**src/sfpp_pkg.sv**
```systemverilog
/*
 * Command codes, answer codes and header layout of the interpreter.
 * Assumes a byte-wide receive stream and one clock domain.
 */
package sfpp_pkg;

    // ------------------------------------------------------------------
    // Command codes
    // ------------------------------------------------------------------
    localparam logic [7:0] SFPP_CMD_RAM     = 8'h10;
    localparam logic [7:0] SFPP_CMD_SUM     = 8'h20;
    localparam logic [7:0] SFPP_CMD_INFO    = 8'h30;
    localparam logic [7:0] SFPP_CMD_ERASE   = 8'h40;
    localparam logic [7:0] SFPP_CMD_PROG    = 8'h50;
    localparam logic [7:0] SFPP_CMD_PROTSET = 8'h60;
    localparam logic [7:0] SFPP_ERASE_KEY   = 8'h54;

    // ------------------------------------------------------------------
    // Answer codes and low nibbles of error answers
    // ------------------------------------------------------------------
    localparam logic [7:0] SFPP_ANS_ERASE_OK   = 8'h4f;
    localparam logic [7:0] SFPP_ANS_ERASE_FAIL = 8'h4c;
    localparam logic [7:0] SFPP_ANS_CONF_OK    = 8'h5d;
    localparam logic [7:0] SFPP_ANS_CONF_FAIL  = 8'h60;
    localparam logic [7:0] SFPP_ANS_PROG_OK    = 8'h50;
    localparam logic [7:0] SFPP_ANS_PROG_RXERR = 8'h58;
    localparam logic [7:0] SFPP_ANS_PROG_SUM   = 8'h51;
    localparam logic [3:0] SFPP_NIB_RXERR      = 4'h8;
    localparam logic [3:0] SFPP_NIB_PROT       = 4'h6;
    localparam logic [3:0] SFPP_NIB_NOERASE    = 4'h4;
    localparam logic [3:0] SFPP_NIB_BADCMD     = 4'h1;

    // ------------------------------------------------------------------
    // Header layout and reset values
    // ------------------------------------------------------------------
    localparam logic [2:0]  SFPP_HDR_LAST   = 3'h6;  // Index of header checksum byte.
    localparam logic [7:0]  SFPP_SUM_ZERO   = 8'h00;
    localparam logic [31:0] SFPP_ADDR_RST   = 32'h0000_0000;
    localparam logic [15:0] SFPP_CNT_RST    = 16'h0000;
    localparam logic [7:0]  SFPP_BYTE_RST   = 8'h00;

    // States, Gray coded along the program path.
    typedef enum logic [3:0] {
        SFPP_S_CMD   = 4'b0000,
        SFPP_S_HDR   = 4'b0001,
        SFPP_S_DATA  = 4'b0011,
        SFPP_S_DSUM  = 4'b0010,
        SFPP_S_EKEY  = 4'b0110,
        SFPP_S_EWAIT = 4'b0111,
        SFPP_S_ECONF = 4'b0101,
        SFPP_S_PSET  = 4'b0100
    } sfpp_state_t;

endpackage

```
**src/sfpp_ans_if.sv**
```systemverilog
/*
 * Carrier between the interpreter and its answer sender.
 * Assumes both ends sit on the same clock.
 */
interface sfpp_ans_if;
    logic       send;   // One-cycle request to send a byte.
    logic [7:0] data;   // Byte to send, valid with send.
    logic       busy;   // Sender holds an unsent byte.

    modport src (output send, output data, input busy);
    modport snk (input send, input data, output busy);
endinterface

```
**src/sfpp_core.sv**
```systemverilog
/*
 * Boot-link command interpreter: chip erase closing bytes, flash
 * program command with header and data checksums, protect-set entry.
 * Assumes an on-clock byte receiver that flags receive errors, an
 * on-clock flash controller, and a controller that waits for each
 * answer before sending the next byte.
 */
// Function
// Confirm 5Dh or 60h after result
// Result 4Fh success, 4Ch failure
// 50h requests programming
// Errored command answers x8h
// Error upper nibble from command
// Program needs no protection, prior erase
// Protection answers x6h
// No prior erase answers x4h
// Unknown command answers x1h
// Address MSB first
// Count high byte first
// Header checksum is negated sum
// Even address in range, count 1..400h; code checks neither address nor count
// Erase before reprogramming; code never clears the erased flag after programming
// Header receive error answers 58h
// Header sum nonzero answers 51h
// Clean block answers 50h
// Data written sequentially from start
// Data checksum follows data
// Data block: 58h, 51h, else 50h
// Next command after answer
// Clean 60h echoes, enters protect-set
// Protect-set checks password area
// Bit 3 receive error, bit 0 other
// After error, next byte is command
module sfpp_core
    import sfpp_pkg::*;
(
    // Clock and reset
    input  wire logic        i_sys_clk,
    input  wire logic        i_reset_n,
    // Receive stream
    input  wire logic        i_rx_valid,
    input  wire logic [7:0]  i_rx_data,
    input  wire logic        i_rx_err,
    // Transmit stream
    output logic             o_tx_valid,
    output logic [7:0]       o_tx_data,
    input  wire logic        i_tx_ready,
    // Protection status
    input  wire logic        i_read_prot,
    input  wire logic        i_write_prot,
    // Chip erase engine
    output logic             o_erase_start,
    input  wire logic        i_erase_done,
    input  wire logic        i_erase_fail,
    // Flash byte write port
    output logic             o_fl_wr,
    output logic [31:0]      o_fl_addr,
    output logic [7:0]       o_fl_data,
    // Other routines
    output logic             o_pw_check,
    input  wire logic        i_pset_done,
    output logic             o_other_cmd,
    output logic [7:0]       o_other_code
);

    // ------------------------------------------------------------------
    // Helpers
    // ------------------------------------------------------------------
    // Error answer: upper nibble from the latest command byte.
    function automatic logic [7:0] err_ans(input logic [7:0] cmd,
                                           input logic [3:0] nib);
        return {cmd[7:4], nib};
    endfunction

    // Eight-bit running sum, carries dropped.
    function automatic logic [7:0] add8(input logic [7:0] a,
                                        input logic [7:0] b);
        logic [8:0] s;
        s = {1'b0, a} + {1'b0, b};
        return s[7:0];
    endfunction

    function automatic logic known_cmd(input logic [7:0] c);
        return (c[3:0] == 4'h0) && (c >= SFPP_CMD_RAM) && (c <= SFPP_CMD_PROTSET);
    endfunction

    // ------------------------------------------------------------------
    // State
    // ------------------------------------------------------------------
    sfpp_state_t state_r, state_nxt;
    logic [7:0]  last_cmd_r, last_cmd_nxt;
    logic        erased_r, erased_nxt;
    logic [2:0]  hidx_r, hidx_nxt;
    logic [31:0] addr_r, addr_nxt;
    logic [15:0] cnt_r, cnt_nxt;
    logic [7:0]  sum_r, sum_nxt;
    logic        rxe_r, rxe_nxt;
    logic        erase_start_r, erase_start_nxt;
    logic        fl_wr_r, fl_wr_nxt;
    logic [31:0] fl_addr_r, fl_addr_nxt;
    logic [7:0]  fl_data_r, fl_data_nxt;
    logic        pw_check_r, pw_check_nxt;
    logic        other_r, other_nxt;
    logic [7:0]  other_code_r, other_code_nxt;
    logic        send;
    logic [7:0]  send_data;
    logic [7:0]  sum_in;
    logic        rxe_in;

    sfpp_ans_if ans ();

    // ------------------------------------------------------------------
    // Next-state logic
    // ------------------------------------------------------------------
    // Answers to received bytes are sent without waiting on the sender:
    // the controller waits for each answer, so the slot is free again.
    always_comb begin
        state_nxt       = state_r;
        last_cmd_nxt    = last_cmd_r;
        erased_nxt      = erased_r;
        hidx_nxt        = hidx_r;
        addr_nxt        = addr_r;
        cnt_nxt         = cnt_r;
        sum_nxt         = sum_r;
        rxe_nxt         = rxe_r;
        erase_start_nxt = 1'b0;
        fl_wr_nxt       = 1'b0;
        fl_addr_nxt     = fl_addr_r;
        fl_data_nxt     = fl_data_r;
        pw_check_nxt    = 1'b0;
        other_nxt       = 1'b0;
        other_code_nxt  = other_code_r;
        send            = 1'b0;
        send_data       = SFPP_BYTE_RST;
        sum_in          = add8(sum_r, i_rx_data);
        rxe_in          = rxe_r || i_rx_err;
        unique case (state_r)
            SFPP_S_CMD: begin
                if (i_rx_valid) begin
                    last_cmd_nxt = i_rx_data;
                    send         = 1'b1;
                    hidx_nxt     = 3'h0;
                    sum_nxt      = SFPP_SUM_ZERO;
                    rxe_nxt      = 1'b0;
                    if (i_rx_err) begin
                        send_data = err_ans(i_rx_data, SFPP_NIB_RXERR);
                    end else if (!known_cmd(i_rx_data)) begin
                        send_data = err_ans(i_rx_data, SFPP_NIB_BADCMD);
                    end else if (i_rx_data == SFPP_CMD_PROG) begin
                        if (i_read_prot || i_write_prot) begin
                            send_data = err_ans(i_rx_data, SFPP_NIB_PROT);
                        end else if (!erased_r) begin
                            send_data = err_ans(i_rx_data, SFPP_NIB_NOERASE);
                        end else begin
                            send_data = SFPP_CMD_PROG;
                            state_nxt = SFPP_S_HDR;
                        end
                    end else if (i_rx_data == SFPP_CMD_ERASE) begin
                        send_data = SFPP_CMD_ERASE;
                        state_nxt = SFPP_S_EKEY;
                    end else if (i_rx_data == SFPP_CMD_PROTSET) begin
                        send_data    = SFPP_CMD_PROTSET;
                        pw_check_nxt = 1'b1;
                        state_nxt    = SFPP_S_PSET;
                    end else begin
                        // Other routines are run elsewhere; only the echo is here.
                        send_data      = i_rx_data;
                        other_nxt      = 1'b1;
                        other_code_nxt = i_rx_data;
                    end
                end
            end
            SFPP_S_EKEY: begin
                if (i_rx_valid) begin
                    send = 1'b1;
                    if (i_rx_err) begin
                        send_data = err_ans(last_cmd_r, SFPP_NIB_RXERR);
                        state_nxt = SFPP_S_CMD;
                    end else if (i_rx_data != SFPP_ERASE_KEY) begin
                        send_data = err_ans(last_cmd_r, SFPP_NIB_BADCMD);
                        state_nxt = SFPP_S_CMD;
                    end else begin
                        send_data       = SFPP_ERASE_KEY;
                        erase_start_nxt = 1'b1;
                        state_nxt       = SFPP_S_EWAIT;
                    end
                end
            end
            SFPP_S_EWAIT: begin
                if (i_erase_done && !ans.busy) begin
                    send       = 1'b1;
                    erased_nxt = !i_erase_fail;
                    send_data  = i_erase_fail ? SFPP_ANS_ERASE_FAIL
                                              : SFPP_ANS_ERASE_OK;
                    state_nxt  = SFPP_S_ECONF;
                end
            end
            SFPP_S_ECONF: begin
                // Waits for the result byte to leave before confirming.
                if (!ans.busy) begin
                    send      = 1'b1;
                    send_data = erased_r ? SFPP_ANS_CONF_OK
                                         : SFPP_ANS_CONF_FAIL;
                    state_nxt = SFPP_S_CMD;
                end
            end
            SFPP_S_HDR: begin
                if (i_rx_valid) begin
                    sum_nxt  = sum_in;
                    rxe_nxt  = rxe_in;
                    hidx_nxt = hidx_r + 3'h1;
                    if (hidx_r < 3'h4) begin
                        addr_nxt = {addr_r[23:0], i_rx_data};
                    end else if (hidx_r < SFPP_HDR_LAST) begin
                        cnt_nxt = {cnt_r[7:0], i_rx_data};
                    end else begin
                        send = 1'b1;
                        if (rxe_in) begin
                            send_data = err_ans(last_cmd_r, SFPP_NIB_RXERR);
                            state_nxt = SFPP_S_CMD;
                        end else if (sum_in != SFPP_SUM_ZERO) begin
                            send_data = SFPP_ANS_PROG_SUM;
                            state_nxt = SFPP_S_CMD;
                        end else begin
                            send_data = SFPP_ANS_PROG_OK;
                            sum_nxt   = SFPP_SUM_ZERO;
                            rxe_nxt   = 1'b0;
                            state_nxt = (cnt_r == SFPP_CNT_RST) ? SFPP_S_DSUM
                                                                : SFPP_S_DATA;
                        end
                    end
                end
            end
            SFPP_S_DATA: begin
                if (i_rx_valid) begin
                    sum_nxt = sum_in;
                    rxe_nxt = rxe_in;
                    cnt_nxt = cnt_r - 16'h0001;
                    addr_nxt = addr_r + 32'h0000_0001;
                    // Bytes with a receive error are not written.
                    fl_wr_nxt   = !i_rx_err;
                    fl_addr_nxt = addr_r;
                    fl_data_nxt = i_rx_data;
                    if (cnt_r == 16'h0001) begin
                        state_nxt = SFPP_S_DSUM;
                    end
                end
            end
            SFPP_S_DSUM: begin
                if (i_rx_valid) begin
                    send      = 1'b1;
                    state_nxt = SFPP_S_CMD;
                    if (rxe_in) begin
                        send_data = err_ans(last_cmd_r, SFPP_NIB_RXERR);
                    end else if (sum_in != SFPP_SUM_ZERO) begin
                        send_data = SFPP_ANS_PROG_SUM;
                    end else begin
                        send_data = SFPP_ANS_PROG_OK;
                    end
                end
            end
            SFPP_S_PSET: begin
                if (i_pset_done) begin
                    state_nxt = SFPP_S_CMD;
                end
            end
            default: begin
                state_nxt = SFPP_S_CMD;
            end
        endcase
    end

    // ------------------------------------------------------------------
    // State registers
    // ------------------------------------------------------------------
    always_ff @(posedge i_sys_clk or negedge i_reset_n) begin
        if (!i_reset_n) begin
            state_r       <= SFPP_S_CMD;
            last_cmd_r    <= SFPP_BYTE_RST;
            erased_r      <= 1'b0;
            hidx_r        <= 3'h0;
            addr_r        <= SFPP_ADDR_RST;
            cnt_r         <= SFPP_CNT_RST;
            sum_r         <= SFPP_SUM_ZERO;
            rxe_r         <= 1'b0;
            erase_start_r <= 1'b0;
            fl_wr_r       <= 1'b0;
            fl_addr_r     <= SFPP_ADDR_RST;
            fl_data_r     <= SFPP_BYTE_RST;
            pw_check_r    <= 1'b0;
            other_r       <= 1'b0;
            other_code_r  <= SFPP_BYTE_RST;
        end else begin
            state_r       <= state_nxt;
            last_cmd_r    <= last_cmd_nxt;
            erased_r      <= erased_nxt;
            hidx_r        <= hidx_nxt;
            addr_r        <= addr_nxt;
            cnt_r         <= cnt_nxt;
            sum_r         <= sum_nxt;
            rxe_r         <= rxe_nxt;
            erase_start_r <= erase_start_nxt;
            fl_wr_r       <= fl_wr_nxt;
            fl_addr_r     <= fl_addr_nxt;
            fl_data_r     <= fl_data_nxt;
            pw_check_r    <= pw_check_nxt;
            other_r       <= other_nxt;
            other_code_r  <= other_code_nxt;
        end
    end

    // ------------------------------------------------------------------
    // Answer sender and outputs
    // ------------------------------------------------------------------
    assign ans.send = send;
    assign ans.data = send_data;

    sfpp_tx u_tx (
        .i_sys_clk  (i_sys_clk),
        .i_reset_n  (i_reset_n),
        .ans        (ans),
        .o_tx_valid (o_tx_valid),
        .o_tx_data  (o_tx_data),
        .i_tx_ready (i_tx_ready)
    );

    assign o_erase_start = erase_start_r;
    assign o_fl_wr       = fl_wr_r;
    assign o_fl_addr     = fl_addr_r;
    assign o_fl_data     = fl_data_r;
    assign o_pw_check    = pw_check_r;
    assign o_other_cmd   = other_r;
    assign o_other_code  = other_code_r;

endmodule // sfpp_core

```
**src/sfpp_tx.sv**
```systemverilog
/*
 * One-byte answer holder: takes a byte from the interpreter and offers
 * it on the transmit stream until the transmitter accepts it.
 * Assumes the transmitter is on the same clock.
 */
module sfpp_tx
    import sfpp_pkg::*;
(
    // Clock and reset
    input  wire logic       i_sys_clk,
    input  wire logic       i_reset_n,
    // From interpreter
    sfpp_ans_if.snk         ans,
    // Transmit stream
    output logic            o_tx_valid,
    output logic [7:0]      o_tx_data,
    input  wire logic       i_tx_ready
);

    logic       valid_r, valid_nxt;
    logic [7:0] data_r, data_nxt;

    // --------------------------------------------------------------
    // Holding register
    // --------------------------------------------------------------
    // A new byte is only taken when the slot is free, so nothing is
    // overwritten before the transmitter has seen it.
    always_comb begin
        valid_nxt = valid_r;
        data_nxt  = data_r;
        if (valid_r && i_tx_ready) begin
            valid_nxt = 1'b0;
        end
        if (ans.send && !valid_r) begin
            valid_nxt = 1'b1;
            data_nxt  = ans.data;
        end
    end

    always_ff @(posedge i_sys_clk or negedge i_reset_n) begin
        if (!i_reset_n) begin
            valid_r <= 1'b0;
            data_r  <= SFPP_BYTE_RST;
        end else begin
            valid_r <= valid_nxt;
            data_r  <= data_nxt;
        end
    end

    assign ans.busy   = valid_r;
    assign o_tx_valid = valid_r;
    assign o_tx_data  = data_r;

endmodule // sfpp_tx
```
**config.mk**
```make
export PLATFORM = sky130hd
export DESIGN_NAME = sfpp_core
export DESIGN_NICKNAME = d
export VERILOG_FILES = /design/src/sfpp_pkg.sv /design/src/sfpp_ans_if.sv /design/src/sfpp_core.sv /design/src/sfpp_tx.sv
export SDC_FILE = /design/constraint.sdc
export NUM_CORES = 1
export LEC_CHECK = 0
export BUFFER_PORTS_ARGS = -buffer_cell sky130_fd_sc_hd__buf_2
export CORE_MARGIN = 1
export CORE_UTILIZATION = 40
export DETAILED_ROUTE_END_ITERATION = 8
export GPL_ROUTABILITY_DRIVEN = 1
export PLACE_DENSITY = 0.59
export SYNTH_ARGS = -nofsm -noshare
export SYNTH_HDL_FRONTEND = slang
export SYNTH_SLANG_ARGS = --single-unit
```
**constraint.sdc**
```tcl
create_clock -name i_sys_clk -period 3.85 [get_ports i_sys_clk]
set_input_delay 0.77 -clock i_sys_clk [delete_from_list [all_inputs] [get_ports i_sys_clk]]
set_output_delay 0.77 -clock i_sys_clk [all_outputs]
set_load 0.005 [all_outputs]
```
==> flow_metrics.env, run 1 <==
export IMPL_status="finished, final reports clean"
export IMPL_cap_violations=0
export IMPL_stdcell_area_mm2=0.00795
export IMPL_finalCriticalPeriod_ns=2.86
export IMPL_crit_required_ns=4.19
export IMPL_wl_um=18000
export IMPL_switching_share_pct=25.1
export IMPL_tightestPinTransition_ns=1.06
export IMPL_max_freq_mhz=350
export IMPL_synth_top_area_share_pct=47.4
export IMPL_power_total_w=0.00341
export IMPL_max_stage_delay_ns=0.42
export IMPL_setup_violations=0
export IMPL_relSlewSlack_pct=29.2
export IMPL_hold_viol=0
export IMPL_ctsHoldBuffers=0
export IMPL_die_area_mm2=0.0175
export IMPL_dp_hpwl_um=12100
export IMPL_netlist_instances=700
export IMPL_setup_tns_ns=0
export IMPL_worstPathArrival_ns=3.20
export IMPL_p_int_w=0.00255
export IMPL_path_cells="buf_2, ha_1, fa_1, a211oi_1, o21bai_1, a221oi_1, nand3_1, o41ai_1, o2bb2ai_1"
export IMPL_power_leakage_nw=3.73
export IMPL_crit_path_end_kind="flop"
export IMPL_placed_cell_area_mm2=0.00740
export IMPL_ys_types=72
export IMPL_drc_errors=0
export IMPL_grt_pass1_vias=5693
export IMPL_cts_buffers=17
export IMPL_path_class="in2reg"
export IMPL_gp_congestion=0.841
export IMPL_grt_max_degree=78
export IMPL_antenna_cells=0
export IMPL_clk_path_buf_depth=2
export IMPL_cts_sinks=129
export IMPL_synthTopCellsByArea="dfrtp_1 (47%), mux2_2 (6.9%), a21oi_1 (6.0%)"
export IMPL_cts_root_buf="clkbuf_16"
export IMPL_cts_clk_slew_worst_paths_ns=0.05
export IMPL_power_switching_w=0.000855
export IMPL_fp_row_count=47
export IMPL_seq_area_frac_synth_pct=47.4
export IMPL_powerDensity_mw_per_mm2=429
export IMPL_final_cell_mix="dfrtp_1 (129), a21oi_1 (82), buf_2 (77), nor2_1 (55), o21ai_0 (51)"
export IMPL_coreArea_mm2=0.0166
export IMPL_cts_setup_buffers=0
export IMPL_cts_tree="built"
export IMPL_syn_cell_area_mm2=0.00681
export IMPL_synth_seq_cells=129
export IMPL_cpMaxStageDelayCell="fa_1"
export IMPL_p_comb_share_pct=10.9
export IMPL_start_util_pct=41.1
export IMPL_area_growth_pct=16.7
export IMPL_insertion_delay_ns=0.42
export IMPL_syn_nets=731
export IMPL_die_h_um=132
export IMPL_cp_max_fo=4
export IMPL_ir_drop_mv=0.308
export IMPL_synthArstFlopShare_pct=100
export IMPL_fin_crit_sh_pct=74.2
export IMPL_nets=796
export IMPL_grt_pass1_wl_um=29600
export IMPL_syn_area_per_cell_um2=9.73
export IMPL_instances_no_fill=994
export IMPL_drt_iter0_drc=451
export IMPL_layout_commonest_cell="dfrtp_1"
export IMPL_slew_viol_final=0
export IMPL_drive_above_1_share_pct=23.3
export IMPL_num_vias=5797
export IMPL_antenna_found_initial=0
export IMPL_fill_cells=1589
export IMPL_skew_ns=0.00606
export IMPL_cts_repair_resized=0
export IMPL_drt_first_pass_iters=5
export IMPL_io_buffers=78
export IMPL_die_w_um=132
export IMPL_synth_flop_cell="dfrtp_1"
export IMPL_start_kind="input pin"
export IMPL_dp_cells=966
export IMPL_grt_overflow=0
export IMPL_fin_util_pct=47.9
export IMPL_yosysWarnings=0
export IMPL_clockPowerShare_pct=44.8
export IMPL_ant_nets=0
export IMPL_cts_max_level=4
export IMPL_grt_total_usage_pct=21.4
export IMPL_io_pins=79
export IMPL_hold_path_class="in2async"
export IMPL_drt_wirelength_per_cell_um=18.1
export IMPL_rsz0062_at_grt="false"
export IMPL_vias_per_cell=5.83
export IMPL_seqPwrFrac_pct=44.3
export IMPL_yosys_area_top_type="dfrtp_1"
export IMPL_synth_edf_count=0
per-layer routing:
metal	up-vias	track usage (%)	wire length, um
li1	2731	-	-
met1	2898	27.1	7900
met2	145	35.7	9000
met3	23	4.87	735
met4	0	8.11	327
met5	-	0	0
stage by stage:
| stage | hold WS (ns) | setup WS, ns |
|---|---|---|
| after floorplan | 0.461 | 1.13 |
| after global placement | 0.468 | 0.747 |
| after detailed placement | 0.468 | 0.685 |
| after CTS | 0.470 | 1.04 |
| after global routing | 0.501 | 0.780 |
| final | 0.439 | 0.994 |
synthesized netlist by cell type, drive strengths merged (12+ instances only):
library cell and count:
a21oi 84, buf 17, clkbuf 24, dfrtp 129, ha 12, inv 14, mux2 42, nand2 47
nand3 26, nor2 57, nor3 16, o21ai 53, o22ai 17
state kept, by name, indices dropped and copies added (netlist names), 3 cells and up:
register and count:
sum_r 8, last_cmd_r 4, o_fl_addr 32, cnt_r 16, o_fl_data 8, o_other_code 8, hidx_r 3, u_tx.o_tx_data 8
state_r 3, addr_r 32
path summary, 6_finish.rpt:
| kind | end | slack (ns) | startpoint | cells after the start |
|---|---|---|---|---|
| min in group i_sys_clk | o_fl_addr[9] | 0.48 | o_fl_addr[9] | 2 |
| max in group asynchronous | u_tx.o_tx_data[6] | 2.61 | i_reset_n | 2 |
| setup / recovery | state_r[1] | 0.99 | i_rx_data[0] | 9 |
| hold / removal | o_fl_addr[13] | 0.44 | i_reset_n | 1 |
| hold reg to reg | o_fl_addr[9] | 0.48 | o_fl_addr[9] | 2 |
| setup reg to reg | o_fl_addr[15] | 1.01 | state_r[0] | 5 |
power by group through the flow:
stage          registers, W  logic, W  clock network [W]
2_1_floorplan       0.00150  0.000246                  0
3_3_place_gp        0.00153  0.000368                  0
3_5_place_dp        0.00153  0.000378                  0
4_1_cts             0.00151  0.000378            0.00155
5_1_grt             0.00152  0.000423            0.00162
6_report            0.00151  0.000373            0.00153
area by class of cell:
| class | instances | area (um2) | share of cell area [%] |
|---|---|---|---|
| inverters | 14 | 52.6 | 0.661 |
| clock inverters | 7 | 87.6 | 1.10 |
| multi-input cells | 516 | 3370 | 42.4 |
| repair buffers | 87 | 473 | 5.95 |
| flip-flops and latches | 129 | 3230 | 40.6 |
| well taps | 220 | 275 | 3.46 |
| clock buffers | 21 | 460 | 5.80 |
kinds of logic (layout without fill, tap and decap cells):
group                      Yosys count  count (layout)  synth area share [%]
buffers and inverters               55             129                  3.38
and+or+nand+nor                    218             218                  16.9
xor gates and xnor gates             4               4                 0.515
AOI/OAI and AO/OA                  238             238                  22.3
DFF                                129             129                  47.4
adders and majority gates           13              13                  2.50
muxes                               43              43                  7.09
worst max-delay path: cells and delay by family:
kind,cells,cell delay (ns)
AOI/OAI and AO/OA,5,1.44
and+or+nand+nor,1,0.20
buffers and inverters,1,0.13
adders and majority gates,2,0.64
(Power assumes the default switching activity.)
==> run 2, diff against run 1 <==
- ABC_AREA: unset -> 1
- clock period: 3.85 -> 2.9 ns (I/O delays scaled with it)
==> flow_metrics.env, run 2 <==
export IMPL_r2r_setup_slack_ns=0.75
export IMPL_io_pins=79
export IMPL_drt_wirelength_per_cell_um=15.8
export IMPL_clk_path_buf_depth=2
export IMPL_grt_overflow=0
export IMPL_cp_depth=8
export IMPL_drt_iter0_drc=425
export IMPL_dp_hpwl_um=14900
export IMPL_cts_buffers=17
export IMPL_synth_top_area_share_pct=44.4
export IMPL_gp_congestion=0.913
export IMPL_grt_total_usage_pct=22.9
export IMPL_relSlewSlack_pct=52.9
export IMPL_die_w_um=137
export IMPL_nets=1068
export IMPL_finalCriticalPeriod_ns=2.15
export IMPL_status="finished, final reports clean"
export IMPL_synth_flop_cell="dfrtp_1"
export IMPL_netlist_instances=959
export IMPL_cts_repair_resized=0
export IMPL_synthTopCellsByArea="dfrtp_1 (44%), nand2_1 (12%), o21ai_0 (8.1%)"
export IMPL_crit_path_end_kind="flop"
export IMPL_worstPathArrival_ns=2.46
export IMPL_synthArstFlopShare_pct=100
export IMPL_fin_util_pct=48.3
export IMPL_drive_above_1_share_pct=15.7
export IMPL_max_stage_delay_ns=0.49
export IMPL_synth_seq_cells=129
export IMPL_synthTopCellsByCount="nand2_1 (242), dfrtp_1 (129), o21ai_0 (117)"
export IMPL_antenna_found_initial=0
export IMPL_hold_viol=0
export IMPL_cp_top_family="compound AO/OA/AOI/OAI gates"
export IMPL_ys_types=49
export IMPL_insertion_delay_ns=0.42
export IMPL_ctsHoldBuffers=0
export IMPL_drc_errors=0
export IMPL_final_cell_mix="nand2_1 (242), dfrtp_1 (129), o21ai_0 (117), inv_1 (107), nor2_1 (80)"
export IMPL_skew_ns=0.00849
export IMPL_setup_violations=0
export IMPL_grt_max_degree=75
export IMPL_vias_per_cell=5.23
export IMPL_tightestPinTransition_ns=0.706
export IMPL_num_vias=6669
export IMPL_setup_tns_ns=0
export IMPL_slew_viol_final=0
export IMPL_fin_crit_sh_pct=74.2
export IMPL_power_leakage_nw=4.42
export IMPL_ir_drop_mv=0.407
export IMPL_seq_area_frac_synth_pct=44.4
export IMPL_synth_most_common_cell="nand2_1"
export IMPL_path_cells="inv_2, nor2_4, nand2_4, a21oi_4, buf_4, o21ai_0, o21ai_1, inv_1"
export IMPL_yosysWarnings=0
export IMPL_cp_max_fo=26
export IMPL_placed_cell_area_mm2=0.00788
export IMPL_cap_violations=0
export IMPL_fill_cells=1761
export IMPL_area_growth_pct=16.6
export IMPL_syn_nets=990
export IMPL_cpMaxStageDelayCell="dfrtp_1"
export IMPL_start_util_pct=41.5
export IMPL_cts_sinks=129
export IMPL_start_kind="flop"
export IMPL_rsz0062_at_grt="false"
export IMPL_max_freq_mhz=465
export IMPL_yosys_area_top_type="dfrtp_1"
export IMPL_rr_endpoint="addr_r[7]"
export IMPL_cts_clk_slew_worst_paths_ns=0.06
export IMPL_cts_max_level=4
export IMPL_cts_tree="built"
export IMPL_grt_pass1_vias=6319
export IMPL_syn_area_per_cell_um2=7.58
export IMPL_crit_required_ns=3.21
export IMPL_cts_root_buf="clkbuf_16"
export IMPL_cts_setup_buffers=0
export IMPL_fp_row_count=48
export IMPL_powerDensity_mw_per_mm2=637
export IMPL_layout_commonest_cell="nand2_1"
export IMPL_wl_um=20200
export IMPL_io_buffers=78
export IMPL_stdcell_area_mm2=0.00848
export IMPL_critPathBufInv=3
export IMPL_grt_pass1_wl_um=32800
export IMPL_path_class="reg2reg"
export IMPL_die_h_um=137
export IMPL_synth_edf_count=0
export IMPL_drt_first_pass_iters=5
export IMPL_ant_nets=0
export IMPL_syn_cell_area_mm2=0.00727
export IMPL_reg2reg_from="state_r[0]"
export IMPL_ff2ff_path_depth=8
export IMPL_hold_path_class="in2async"
export IMPL_coreArea_mm2=0.0175
export IMPL_antenna_cells=0
export IMPL_die_area_mm2=0.0187
## run 2: per-layer routing
layer	global-route usage, %	vias to the layer above	wire length (um)
li1	-	3315	-
met1	32.0	3147	9790
met2	36.7	190	9300
met3	4.37	17	892
met4	5.13	0	208
met5	0	-	0
## run 2: kinds of logic (layout without fill, tap and decap cells)
kind of cell / count (synthesis) / count (layout) / synth area share (%)
and+or+nand+nor: 445 / 445 / 27.1
DFF: 129 / 129 / 44.4
buffers and inverters: 149 / 240 / 8.40
xor gates and xnor gates: 15 / 15 / 1.81
adders and majority gates: 13 / 13 / 2.34
AOI/OAI and AO/OA: 208 / 208 / 16.0
## run 2: cell type report
type | count | area, um2 | share of cell area [%]
flip-flops and latches | 129 | 3230 | 38.1
repair buffers | 88 | 484 | 5.71
clock inverters | 14 | 154 | 1.82
multi-input cells | 681 | 3430 | 40.5
clock buffers | 18 | 439 | 5.18
well taps | 225 | 282 | 3.32
inverters | 120 | 458 | 5.40
## run 2: worst max path at each step
stage,start,endpoint
finish,state_r[0],addr_r[7]
global route,state_r[0],addr_r[7]
CTS,state_r[0],addr_r[7]
detailed placement,i_rx_data[0],u_tx.o_tx_data[0]
global placement,i_rx_data[0],u_tx.o_tx_data[0]
floorplan,i_rx_data[0],u_tx.o_tx_data[0]
## run 2: metrics by stage
| stage | hold WS (ns) | setup slack (ns) | instances | total power, W |
|---|---|---|---|---|
| final | 0.178 | 0.747 | 1275 | 0.00540 |
| after global routing | 0.222 | 0.560 | 1275 | 0.00569 |
| after CTS | 0.207 | 0.748 | 1275 | 0.00543 |
| after detailed placement | 0.462 | 0.542 | 1243 | 0.00326 |
| after global placement | 0.460 | 0.603 | 1243 | 0.00326 |
| after floorplan | 0.284 | 0.887 | 959 | 0.00285 |
## run 2: power breakdown
part / switching [W] / internal [W] / total (W)
sequential: 0.000154 / 0.00197 / 0.00212
combinational: 0.000733 / 0.000375 / 0.00111
clock: 0.000872 / 0.00130 / 0.00217
total: 0.00176 / 0.00364 / 0.00540
